### src/logic/flash_seq_pkg.sv
// Shared constants and types for both ends
`default_nettype none
package flash_seq_pkg;
  // ****************************************
  // Array geometry
  // ****************************************
  localparam int ROW_INSTR = 32;
  localparam int ROW_BYTES = 96;
  localparam int PANEL_ROWS = 128;
  localparam int INSTR_BITS = 24;
  localparam int ADDR_BITS = 24;
  localparam int LATCH_IDX_LSB = 1;
  localparam int LATCH_IDX_BITS = 5;
  localparam int ROW_ADDR_LSB = 6;
  localparam int PANEL_ADDR_LSB = 13;
  localparam logic [23:0] INSTR_ADDR_STEP = 24'h000002;
  localparam logic [5:0] ROW_FULL = 6'h20;

  // ****************************************
  // Function register selects and fields
  // ****************************************
  typedef enum logic [1:0] {
    sel_control = 2'h0,
    sel_addr_low = 2'h1,
    sel_addr_high = 2'h2,
    sel_key = 2'h3
  } sfr_sel_type;

  localparam int START_BIT = 15;
  localparam int PERMIT_BIT = 14;
  localparam int OP_LSB = 0;
  localparam int OP_BITS = 7;
  localparam logic [15:0] CONTROL_RESET = 16'h0000;
  localparam logic [15:0] ADDR_LOW_RESET = 16'h0000;
  localparam logic [7:0] ADDR_HIGH_RESET = 8'h00;
  localparam logic [15:0] CONTROL_WMASK = 16'h407f;
  localparam logic [15:0] START_MASK = 16'h8000;
  localparam logic [6:0] OP_ERASE_ROW = 7'h41;
  localparam logic [6:0] OP_PROGRAM_ROW = 7'h01;
  localparam logic [15:0] CTRL_ERASE_CMD = 16'h4041;
  localparam logic [15:0] CTRL_PROGRAM_CMD = 16'h4001;
  localparam logic [7:0] KEY_FIRST = 8'h55;
  localparam logic [7:0] KEY_SECOND = 8'haa;
  localparam logic [1:0] KEY_NONE = 2'h0;
  localparam logic [1:0] KEY_HALF = 2'h1;
  localparam logic [1:0] KEY_OPEN = 2'h2;

  // ****************************************
  // Timing
  // ****************************************
  localparam int CLK_MHZ = 125;
  localparam int OP_TIME_MS = 2;
  localparam int OP_CYCLES = OP_TIME_MS * CLK_MHZ * 1000;
  localparam int TBL_WRITE_CYCLES = 2;
  localparam logic [1:0] NOP_LAST = 2'h1;

  // ****************************************
  // CPU end APB map
  // ****************************************
  localparam logic [11:0] CMD_OFF = 12'h000;
  localparam logic [11:0] ADDR_OFF = 12'h004;
  localparam logic [11:0] DATA_OFF = 12'h008;
  localparam logic [11:0] STATUS_OFF = 12'h00c;
  localparam int CMD_ERASE_BIT = 0;
  localparam int CMD_PROGRAM_BIT = 1;
  localparam int ST_BUSY_BIT = 0;
  localparam int ST_ALIGN_BIT = 1;
  localparam int ST_REFUSED_BIT = 2;
endpackage
`default_nettype wire

### src/logic/flash_cpu_if.sv
// Connection between the CPU end and the flash sequencer
`default_nettype none
interface flash_cpu_if;
  logic sfr_wr;
  flash_seq_pkg::sfr_sel_type sfr_sel;
  logic [15:0] sfr_wdata;
  logic [15:0] sfr_rdata;
  logic tbl_wr;
  logic tbl_high;
  logic [23:0] tbl_addr;
  logic [15:0] tbl_wdata;
  logic stall;

  modport flash_end (
    input sfr_wr, sfr_sel, sfr_wdata, tbl_wr, tbl_high, tbl_addr, tbl_wdata,
    output sfr_rdata, stall
  );
  modport cpu_end (
    output sfr_wr, sfr_sel, sfr_wdata, tbl_wr, tbl_high, tbl_addr, tbl_wdata,
    input sfr_rdata, stall
  );
endinterface
`default_nettype wire

### src/logic/flash_cpu_end.sv
// CPU end: APB commands to register and table writes
//
// Chosen here: the APB register port and the register addresses.
`default_nettype none
module flash_cpu_end (
  input wire logic clk,
  input wire logic rst,
  flash_cpu_if.cpu_end bus,
  input wire logic [11:0] paddr,
  input wire logic psel,
  input wire logic penable,
  input wire logic pwrite,
  input wire logic [31:0] pwdata,
  output logic [31:0] prdata,
  output logic pready,
  output logic pslverr
);

  // ****************************************
  // State
  // ****************************************
  typedef enum logic [2:0] {
    h_idle = 3'b000,
    h_issue = 3'b001,
    h_guard = 3'b011,
    h_nop = 3'b010,
    h_wait = 3'b110
  } host_state_type;

  typedef enum logic [1:0] {job_erase, job_program, job_load} job_type;

  typedef struct packed {
    logic last;
    logic is_table;
    logic high;
    flash_seq_pkg::sfr_sel_type sel;
    logic [15:0] data;
  } step_type;

  typedef struct packed {
    host_state_type state;
    job_type job;
    logic [2:0] step;
    logic last;
    logic [1:0] nops;
    logic [23:0] pointer;
    logic [23:0] data;
    logic [5:0] fill;
    logic align_err;
    logic refused;
    logic [31:0] prdata;
    logic sfr_wr;
    flash_seq_pkg::sfr_sel_type sfr_sel;
    logic [15:0] sfr_wdata;
    logic tbl_wr;
    logic tbl_high;
    logic [23:0] tbl_addr;
    logic [15:0] tbl_wdata;
  } host_regs_type;

  host_regs_type r_reg;
  host_regs_type r_next;
  step_type st;
  logic busy;
  logic mapped;
  logic wr_commit;

  // ****************************************
  // Step table
  // ****************************************
  function automatic step_type job_step(input job_type j, input logic [2:0] s,
      input logic [23:0] ptr, input logic [23:0] d);
    step_type t;
    t = '0;
    t.sel = flash_seq_pkg::sel_control;
    case (j)
      job_load: begin
        // [RQ6] low then high per instruction
        t.is_table = 1'b1;
        t.high = s[0];
        t.last = s[0];
        t.data = s[0] ? {8'h00, d[23:16]} : d[15:0];
      end
      job_erase: begin
        // [RQ15] erase order
        case (s)
          3'h0: t.data = flash_seq_pkg::CTRL_ERASE_CMD;
          3'h1: begin
            t.sel = flash_seq_pkg::sel_addr_high;
            t.data = {8'h00, ptr[23:16]};
          end
          3'h2: begin
            t.sel = flash_seq_pkg::sel_addr_low;
            t.data = ptr[15:0];
          end
          3'h3: begin
            t.sel = flash_seq_pkg::sel_key;
            t.data = {8'h00, flash_seq_pkg::KEY_FIRST};
          end
          3'h4: begin
            t.sel = flash_seq_pkg::sel_key;
            t.data = {8'h00, flash_seq_pkg::KEY_SECOND};
          end
          default: begin
            t.data = flash_seq_pkg::CTRL_ERASE_CMD | flash_seq_pkg::START_MASK;
            t.last = 1'b1;
          end
        endcase
      end
      default: begin
        // [RQ16] program order
        case (s)
          3'h0: t.data = flash_seq_pkg::CTRL_PROGRAM_CMD;
          3'h1: begin
            t.sel = flash_seq_pkg::sel_key;
            t.data = {8'h00, flash_seq_pkg::KEY_FIRST};
          end
          3'h2: begin
            t.sel = flash_seq_pkg::sel_key;
            t.data = {8'h00, flash_seq_pkg::KEY_SECOND};
          end
          default: begin
            t.data = flash_seq_pkg::CTRL_PROGRAM_CMD | flash_seq_pkg::START_MASK;
            t.last = 1'b1;
          end
        endcase
      end
    endcase
    return t;
  endfunction

  // ****************************************
  // APB decode
  // ****************************************
  assign busy = r_reg.state != h_idle;
  assign mapped = paddr == flash_seq_pkg::CMD_OFF || paddr == flash_seq_pkg::ADDR_OFF ||
    paddr == flash_seq_pkg::DATA_OFF || paddr == flash_seq_pkg::STATUS_OFF;
  // Command writes wait for the job, not dropped
  assign pready = !(psel && pwrite && busy && paddr != flash_seq_pkg::STATUS_OFF);
  assign pslverr = psel && penable && pready && !mapped;
  assign wr_commit = psel && penable && pwrite && pready;
  assign st = job_step(r_reg.job, r_reg.step, r_reg.pointer, r_reg.data);

  // ****************************************
  // Next state
  // ****************************************
  always_comb begin
    r_next = r_reg;
    r_next.sfr_wr = 1'b0;
    r_next.tbl_wr = 1'b0;
    if (psel && !penable) begin
      if (paddr == flash_seq_pkg::ADDR_OFF) begin
        r_next.prdata = {8'h00, r_reg.pointer};
      end else if (paddr == flash_seq_pkg::STATUS_OFF) begin
        r_next.prdata = {bus.sfr_rdata, 2'b00, r_reg.fill, 5'h00, r_reg.refused,
          r_reg.align_err, busy};
      end else begin
        r_next.prdata = 32'h0;
      end
    end
    if (wr_commit && paddr == flash_seq_pkg::STATUS_OFF) begin
      if (pwdata[flash_seq_pkg::ST_ALIGN_BIT]) r_next.align_err = 1'b0;
      if (pwdata[flash_seq_pkg::ST_REFUSED_BIT]) r_next.refused = 1'b0;
    end
    case (r_reg.state)
      h_idle: begin
        r_next.step = 3'h0;
        if (wr_commit && paddr == flash_seq_pkg::CMD_OFF) begin
          if (pwdata[flash_seq_pkg::CMD_ERASE_BIT]) begin
            r_next.job = job_erase;
            r_next.state = h_issue;
          end else if (pwdata[flash_seq_pkg::CMD_PROGRAM_BIT]) begin
            // [RQ4] full latches before program
            if (r_reg.fill == flash_seq_pkg::ROW_FULL) begin
              r_next.job = job_program;
              r_next.state = h_issue;
            end else begin
              r_next.refused = 1'b1;
            end
          end
        end else if (wr_commit && paddr == flash_seq_pkg::ADDR_OFF) begin
          r_next.pointer = pwdata[23:0];
          r_next.fill = 6'h00;
        end else if (wr_commit && paddr == flash_seq_pkg::DATA_OFF) begin
          // [RQ5] aligned row start
          if (r_reg.fill == 6'h00 && r_reg.pointer[flash_seq_pkg::ROW_ADDR_LSB-1:0] != 6'h00) begin
            r_next.align_err = 1'b1;
          end else if (r_reg.fill == flash_seq_pkg::ROW_FULL) begin
            r_next.refused = 1'b1;
          end else begin
            r_next.job = job_load;
            r_next.data = pwdata[23:0];
            r_next.state = h_issue;
          end
        end
      end
      h_issue: begin
        r_next.sfr_wr = !st.is_table;
        r_next.tbl_wr = st.is_table;
        r_next.sfr_sel = st.sel;
        r_next.sfr_wdata = st.data;
        r_next.tbl_high = st.high;
        r_next.tbl_addr = r_reg.pointer;
        r_next.tbl_wdata = st.data;
        r_next.last = st.last;
        r_next.nops = 2'h0;
        r_next.state = h_guard;
      end
      h_guard: begin
        r_next.state = (r_reg.last && r_reg.job != job_load) ? h_nop : h_wait;
      end
      h_nop: begin
        // [RQ18] two idle cycles after start
        if (r_reg.nops == flash_seq_pkg::NOP_LAST) begin
          r_next.state = h_wait;
        end else begin
          r_next.nops = r_reg.nops + 2'h1;
        end
      end
      h_wait: begin
        if (!bus.stall) begin
          if (r_reg.last) begin
            r_next.state = h_idle;
            r_next.sfr_sel = flash_seq_pkg::sel_control;
            if (r_reg.job == job_load) begin
              // [RQ4] ascending fill
              r_next.pointer = r_reg.pointer + flash_seq_pkg::INSTR_ADDR_STEP;
              r_next.fill = r_reg.fill + 6'h01;
            end else if (r_reg.job == job_program) begin
              r_next.fill = 6'h00;
            end
          end else begin
            r_next.step = r_reg.step + 3'h1;
            r_next.state = h_issue;
          end
        end
      end
      default: begin
        r_next.state = h_idle;
      end
    endcase
  end

  always_ff @(posedge clk or posedge rst) begin
    if (rst) begin
      r_reg <= '0;
    end else begin
      r_reg <= r_next;
    end
  end

  assign prdata = r_reg.prdata;
  assign bus.sfr_wr = r_reg.sfr_wr;
  assign bus.sfr_sel = r_reg.sfr_sel;
  assign bus.sfr_wdata = r_reg.sfr_wdata;
  assign bus.tbl_wr = r_reg.tbl_wr;
  assign bus.tbl_high = r_reg.tbl_high;
  assign bus.tbl_addr = r_reg.tbl_addr;
  assign bus.tbl_wdata = r_reg.tbl_wdata;

endmodule
`default_nettype wire

### src/flat_wrapper.sv
// flat-port wrapper written by rule: the top's interface ports become plain ports
module flash_cpu_end_flat 
  (clk, rst, paddr, psel, penable, pwrite, pwdata, prdata, pready, pslverr, bus_sfr_wr, bus_sfr_sel, bus_sfr_wdata, bus_tbl_wr, bus_tbl_high, bus_tbl_addr, bus_tbl_wdata, bus_sfr_rdata, bus_stall);
  flash_cpu_if bus_i ();
  input wire logic clk;
  input wire logic rst;
  input wire logic [11:0] paddr;
  input wire logic psel;
  input wire logic penable;
  input wire logic pwrite;
  input wire logic [31:0] pwdata;
  output logic [31:0] prdata;
  output logic pready;
  output logic pslverr;
  output wire logic [$bits(bus_i.sfr_wr)-1:0] bus_sfr_wr;
  output wire logic [$bits(bus_i.sfr_sel)-1:0] bus_sfr_sel;
  output wire logic [$bits(bus_i.sfr_wdata)-1:0] bus_sfr_wdata;
  output wire logic [$bits(bus_i.tbl_wr)-1:0] bus_tbl_wr;
  output wire logic [$bits(bus_i.tbl_high)-1:0] bus_tbl_high;
  output wire logic [$bits(bus_i.tbl_addr)-1:0] bus_tbl_addr;
  output wire logic [$bits(bus_i.tbl_wdata)-1:0] bus_tbl_wdata;
  input wire logic [$bits(bus_i.sfr_rdata)-1:0] bus_sfr_rdata;
  input wire logic [$bits(bus_i.stall)-1:0] bus_stall;
  assign bus_sfr_wr = bus_i.sfr_wr;
  assign bus_sfr_sel = bus_i.sfr_sel;
  assign bus_sfr_wdata = bus_i.sfr_wdata;
  assign bus_tbl_wr = bus_i.tbl_wr;
  assign bus_tbl_high = bus_i.tbl_high;
  assign bus_tbl_addr = bus_i.tbl_addr;
  assign bus_tbl_wdata = bus_i.tbl_wdata;
  assign bus_i.sfr_rdata = bus_sfr_rdata;
  assign bus_i.stall = bus_stall;
  flash_cpu_end u_core (.clk(clk), .rst(rst), .bus(bus_i), .paddr(paddr), .psel(psel), .penable(penable), .pwrite(pwrite), .pwdata(pwdata), .prdata(prdata), .pready(pready), .pslverr(pslverr));
endmodule
### config.mk
export PLATFORM = sky130hd
export DESIGN_NAME = flash_cpu_end_flat
export DESIGN_NICKNAME = d
export VERILOG_FILES = /design/src/logic/flash_seq_pkg.sv /design/src/logic/flash_cpu_if.sv /design/src/logic/flash_cpu_end.sv /design/src/flat_wrapper.sv
export SDC_FILE = /design/constraint.sdc
export NUM_CORES = 1
export LEC_CHECK = 0
export ABC_CLOCK_PERIOD_IN_PS = 5700
export BUFFER_PORTS_ARGS = -buffer_cell sky130_fd_sc_hd__clkbuf_2
export CAP_MARGIN = 25
export CORE_AREA = 2 2 143 145
export DETAILED_ROUTE_END_ITERATION = 7
export DIE_AREA = 0 0 145 147
export PLACE_DENSITY = 0.66
export SLEW_MARGIN = 0
export SYNTH_ARGS = -nofsm -noshare
export SYNTH_HDL_FRONTEND = slang
export SYNTH_SLANG_ARGS = --single-unit
### constraint.sdc
create_clock -name clk -period 5.7 [get_ports clk]
set_clock_uncertainty 0.1 [all_clocks]
set_input_delay 0.285 -clock clk [delete_from_list [all_inputs] [get_ports clk]]
set_output_delay 0.285 -clock clk [all_outputs]
set_load 0.05 [all_outputs]
==> results of run 1 <==
## stage by stage
stage               hold slack, ps  std cells
detailed placement             350       1117
global placement               347       1116
finish                        23.2       1166
CTS                           11.0       1166
floorplan                      290        830
global route                  12.1       1166
## worst max path at each step
stage	startpoint	end	slack, ps	cells after the start
floorplan	rst	u_core.bus.sfr_sel[0]	1450	1
finish	u_core.r_reg[152]	u_core.bus.sfr_wdata[4]	2600	7
global route	u_core.r_reg[152]	u_core.bus.sfr_wdata[2]	2370	7
global placement	u_core.r_reg[152]	u_core.bus.sfr_wdata[4]	2740	7
CTS	u_core.r_reg[152]	u_core.bus.sfr_wdata[4]	2630	7
detailed placement	u_core.r_reg[152]	u_core.bus.sfr_wdata[4]	2630	7
## synth_stat cells, types with 7 or more instances
cell type  number  area, um2
inv_1          13       48.8
a31oi_1        12       75.1
a22o_1         19        166
o21ai_0        42        210
clkbuf_1       45        169
nand3_1        25        125
a21oi_1        42        210
o21a_1          7       52.6
nor3_1         14       70.1
nor4_1          8       50.1
o31ai_1         7       52.6
ha_1           10        125
mux2_4         19        285
buf_4          91        683
mux2_2          7       78.8
nor2_1         46        173
nand2_1       136        510
a221oi_1       12        105
nand4_1         9       56.3
mux2i_1        10        100
and3_1          7       43.8
dfrtp_1       144       3600
a22oi_1        23        173
## per-layer routing
layer / global-route usage (%) / routed length (um) / vias to the layer above
met5: 1.59 / 45 / -
met1: 29.8 / 9910 / 3159
met3: 5.84 / 1840 / 33
met2: 30.5 / 9760 / 295
li1: - / - / 3002
met4: 6.29 / 482 / 2
## power groups by stage
| stage | clock network [mW] | registers, mW | logic [mW] |
|---|---|---|---|
| finish | 1.15 | 1.66 | 1.81 |
| global route | 1.21 | 1.69 | 1.95 |
| CTS | 1.17 | 1.64 | 1.81 |
| detailed placement | 0 | 1.66 | 1.80 |
| global placement | 0 | 1.65 | 1.78 |
| floorplan | 0 | 1.43 | 1.76 |
## tightest hold or removal path, cell delays in order
cell and delay, ps:
clkbuf_2 100, nand3_1 60, nand3_1 60
## timing repair
item	4_1_cts	5_1_grt
hold buffers	18	0
hold endpoints to repair	103	0
resized for setup	0	0
## kinds of logic (layout without fill, tap and decap cells)
group                    after synthesis  after routing  share of synthesized area (%)
AO/OA/AOI/OAI                        205            205                           17.8
adder cells (fa/ha/maj)               10             10                           1.60
buffers and inverters                159            225                           12.4
flip-flops                           144            144                           46.0
multiplexers                          36             36                           5.93
AND/OR/NAND/NOR                      276            276                           16.3
## area by class of cell
type                       count  area (um2)  area share [%]
clock buffer                  18         439            4.93
inverter                      14        57.6           0.647
multi-input combinational    527        3280            36.9
tap                          270         338            3.79
sequential                   144        3600            40.5
timing repair buffer         180        1020            11.5
clock inverter                13         164            1.84
==> metrics.txt, run 1 <==
WL per Instance between 15 and 20 um; Final setup viols 0; IO Pins between 150 and 200; CP max stage cell dfrtp_1; RSZ-0062 raised after global routing false; Synth Register Bits 144; post-route cell area around 8900 um2; GRT Residual Overflow 0; Most used DFF post-synth dfrtp_1; number of global-route vias before repair 5975; reg2reg path depth 7; Initial Util 39.5%; vias per cell around 5.6; fin worst setup slack ~2600 ps; Worst-Skew Late Latency 430 ps; Std-Cell Rows 52; CTS tree built; number of flip-flops in the largest register 67; gr usage total between 20% and 30%; Worst R2R Setup Slack between 2000 and 3000 ps; Final Hold Fails 0; Area after DPL between 8000 and 9000 um2; root buf cell clkbuf_16; DRC violations left 0; Post-synth EDFFs 0; ANT cells 0; Area Growth Syn to Fin 13.7%; DRT Pass-1 Iters 6; Core Util, Final 44.9%; initial antenna violation count 0; worst slew pin tran between 1000 and 1500 ps; worst r2r src u_core.r_reg[152]; WL final about 22000 um; cell family with most CP delay compound AO/OA/AOI/OAI gates; fmax about 320 MHz; commonest non-fill, non-tap cells in the layout 152 x clkbuf_2, 144 x dfrtp_1, 136 x nand2_1, 45 x nor2_1, 42 x a21oi_1; period utilisation layout between 50% and 60%; Crit Reg-Reg Endpoint u_core.bus.sfr_wdata[4]; Reg power frac around 36%; Placement Setup Slack roughly 2600 ps; fillers around 1900; status completed; Sw Share between 40 and 50%; worst endpoint data arrival time ~3300 ps; Worst Hold End u_core.r_reg[148]; nets@finish between 900 and 1000; core area 19800 um2; CP cell instances inv_1 -> ha_1 -> nor3_1 -> nor2_1 -> o21ai_0 -> o221a_2 -> o21ai_0; largest net degree at the start of global routing 88; first-pass GRT wire length about 35000 um; combinational power share approximately 39%; pins over their slew limit 0; Reg clk slew, reported paths around 70 ps; cell count of the worst hold path 3; worst-path fanout max 15; number of max-cap violations 0; register area share after synthesis 46.0%; CTS H-Tree Depth 4; layout cell share with drive strength beyond 1 26.3%; TNS Setup 0 ps; worst hold path class in -> reg; mean post-synth cell area 9.44 um2; Worst VDD drop 0.269 mV; Crit path required time 5870 ps; reported net switching power ~2.2 mW; die area 21300 um2; Worst setup SP type register; # Post-CTS Setup Buffers 0; # clock sinks between 100 and 150; Via Count 6491; clk buf depth 2; Synth cell types 60; yosys warns 0; Clk pwr share between 20% and 30%; Die Span Y 147 um; Mapped Cells 830; die width 145 um; internal power 2.45 mW; CP max stage delay approximately 900 ps; crit-path most repeated cell o21ai_0; fin crit period roughly 3100 ps; Final HPWL DP roughly 15000 um; Mapped Area between 7000 and 8000 um2; CP Buf/Inv Count 1; CTS buffer count 17; Hold Startpoint pwdata[23]; post-route ant nets 0; I/O Buffers 152; WS Path Type reg -> reg; Slew headroom between 30% and 40%; total design power about 4.6 mW; crit end category register; syn_nets between 900 and 1000; Pleak ~4.3 nW; commonest non-fill, non-tap cell in the layout clkbuf_2; DRT iter0 DRCs between 600 and 700; asr flop ratio synth 100%; Final Wtd Congestion around 0.86; P per Cell Area between 500 and 600 nW/um2
No activity file was read; power rests on OpenSTA's default activity.
==> inputs of run 2 (changes only) <==
--- a/config.mk
+++ b/config.mk
@@ -5,7 +5,7 @@
 export SDC_FILE = /design/constraint.sdc
 export NUM_CORES = 1
 export LEC_CHECK = 0
-export ABC_CLOCK_PERIOD_IN_PS = 5700
+export ABC_CLOCK_PERIOD_IN_PS = 3000
 export BUFFER_PORTS_ARGS = -buffer_cell sky130_fd_sc_hd__clkbuf_2
 export CAP_MARGIN = 25
 export CORE_AREA = 2 2 143 145
==> constraint.sdc (replaced) <==
create_clock -name clk -period 3 [get_ports clk]
set_clock_uncertainty 0.1 [all_clocks]
set_input_delay 0.15 -clock clk [delete_from_list [all_inputs] [get_ports clk]]
set_output_delay 0.15 -clock clk [all_outputs]
set_load 0.05 [all_outputs]
==> run 2 against run 1 <==
Against the previous run:
- critical path type unchanged
- count of clock-buffer cells in the layout increased by 2
- total power up 90%
- critical path depth is 2 lower
- highest routed layer is now met4
- largest cell class unchanged
- die area unchanged
- largest power group unchanged
==> metrics.txt, run 2 (synthesized netlist as in run 1, its figures left out) <==
status completed; IO Pins 161 (unchanged); Pleak 4.47 nW (+3.7%); Worst-Skew Late Latency 420 ps (about the same); WL per Instance 18.2 um (-3.5%); post-route cell area 9250 um2 (+3.9%); WL final 22000 um (-0.22%); period utilisation layout 89.9% (+36 points); Worst VDD drop 0.383 mV (+43%); initial antenna violation count 0 (unchanged); Post-CTS Resized 0 (unchanged); fmax 371 MHz (+15%); worst slew pin tran 790 ps (-225 ps); core area 19800 um2 (unchanged); DRT Pass-1 Iters 6 (unchanged); post-route ant nets 0 (unchanged); ANT cells 0 (unchanged); reg2reg path depth 5 (-2); fin cells 1206 (+3.4%); pins over their slew limit 0 (unchanged); GRT Residual Overflow 0 (unchanged); RSZ-0062 raised after global routing false; Core Util, Final 46.6% (+1.8 points); nets@finish 1000 (+4.2%); Via Count 6668 (+2.7%); Slew headroom 46.9% (+15 points); Std-Cell Rows 52 (unchanged); Final setup viols 0 (unchanged); largest net degree at the start of global routing 77 (-13%); Die Span Y 147 um (unchanged); worst r2r src u_core.r_reg[158]; worst endpoint data arrival time 2900 ps (-370 ps); Final Hold Fails 0 (unchanged); root buf cell clkbuf_16; Worst setup SP type register; internal power 4.67 mW (+91%); Sw Share 46.7% (-0.26 points); met1 Use GR 29.5% (-0.30 points); CTS tree built; Crit Reg-Reg Endpoint u_core.r_reg[124]; CTS buffer count 17 (unchanged); fin worst setup slack 304 ps (-2300 ps); layout cell share with drive strength beyond 1 26.7% (+0.37 points); Crit path required time 3200 ps (-2670 ps); gr usage total 20.7% (-0.073 points); DRC violations left 0 (unchanged); number of max-cap violations 0 (unchanged); I/O Buffers 152 (unchanged); Worst R2R Setup Slack 300 ps (-2300 ps); commonest non-fill, non-tap cells in the layout 152 x clkbuf_2, 144 x dfrtp_1, 136 x nand2_1, 45 x nor2_1; clk buf depth 2 (unchanged); worst hold path class in -> reg; number of global-route vias before repair 6277 (+5.1%); fin crit period 2700 ps (-401 ps); CP Launch Point u_core.r_reg[158]; crit end category register; combinational power share 41.7% (+2.5 points); Clk pwr share 23.3% (-1.6 points); Area after DPL 8270 um2 (+1.8%); Cells after DPL 1133 (+1.4%); DRT iter0 DRCs 705 (+6.2%); Reg clk slew, reported paths 60 ps (about the same); commonest non-fill, non-tap cell in the layout clkbuf_2; Final HPWL DP 15500 um (+4.7%); Area Growth Syn to Fin 18.1%; CP endpoint u_core.r_reg[124]; P per Cell Area 947 nW/um2 (+83%); # clock sinks 144 (unchanged); number of flip-flops in the largest register 67 (unchanged); hold_ws 35.0 ps (+11.8 ps); Placement Setup Slack 311 ps (-2310 ps); GRT busiest layer met2; Final Wtd Congestion 0.916 (+6.6%); vias per cell 5.53 (-0.68%); reported net switching power 4.09 mW (+89%); Initial Util 39.5% (unchanged); TNS Setup 0 ps (unchanged); Reg power frac 35.0% (-0.9 points); worst-path fanout max 25 (+10); WS Path Type reg -> reg; met2 Usage GRT 31.8% (+1.4 points); first-pass GRT wire length 34800 um (+0.36%); total design power 8.76 mW (+90%); die area 21300 um2 (unchanged); grt met3 use 4.91% (-0.93 points); die width 145 um (unchanged); CTS H-Tree Depth 4 (unchanged)
==> run 2: how the worst min path moves through the flow <==
stage	cells past startpoint	endpoint	slack [ps]	startpoint
detailed placement	2	u_core.bus.tbl_addr[18]	150	rst
finish	3	u_core.r_reg[125]	40	paddr[2]
CTS	3	u_core.r_reg[125]	20	paddr[2]
global route	3	u_core.r_reg[125]	50	paddr[2]
global placement	2	u_core.bus.tbl_addr[19]	160	rst
floorplan	2	u_core.prdata[16]	160	bus_sfr_rdata[0]
==> run 2: routing by layer <==
metal / share of wire [%] / vias to the layer above
li1: - / 3077
met1: 45 / 3233
met2: 45 / 327
met3: 8.2 / 31
met4: 1.5 / 0
met5: 0 / -
==> run 2: final cells by class <==
type	count	area, um2
tap	270	338
clock buffer	20	447
inverter	14	56.3
timing repair buffer	220	1410
fill	1905	10600
clock inverter	11	116
multi-input combinational	527	3280
sequential	144	3600
==> run 2: what timing repair did <==
item,CTS,global route
buffers inserted,0,0
hold buffers,42,0
endpoints found under the hold margin,88,0
==> run 2: power by group through the flow <==
stage                     logic, mW  clock network (mW)  registers, mW
after floorplan                3.34                   0           2.72
after global placement         3.55                   0           3.07
after detailed placement       3.59                   0           3.08
after CTS                      3.64                2.08           3.05
after global routing           3.92                2.15           3.13
final                          3.65                2.04           3.07
==> run 2: worst max-delay path, stage by stage, from the launching register on <==
cell and delay, ps:
dfrtp_1 470, or3_4 460, or4_4 540, or3b_1 360, buf_4 280, mux2_4 350
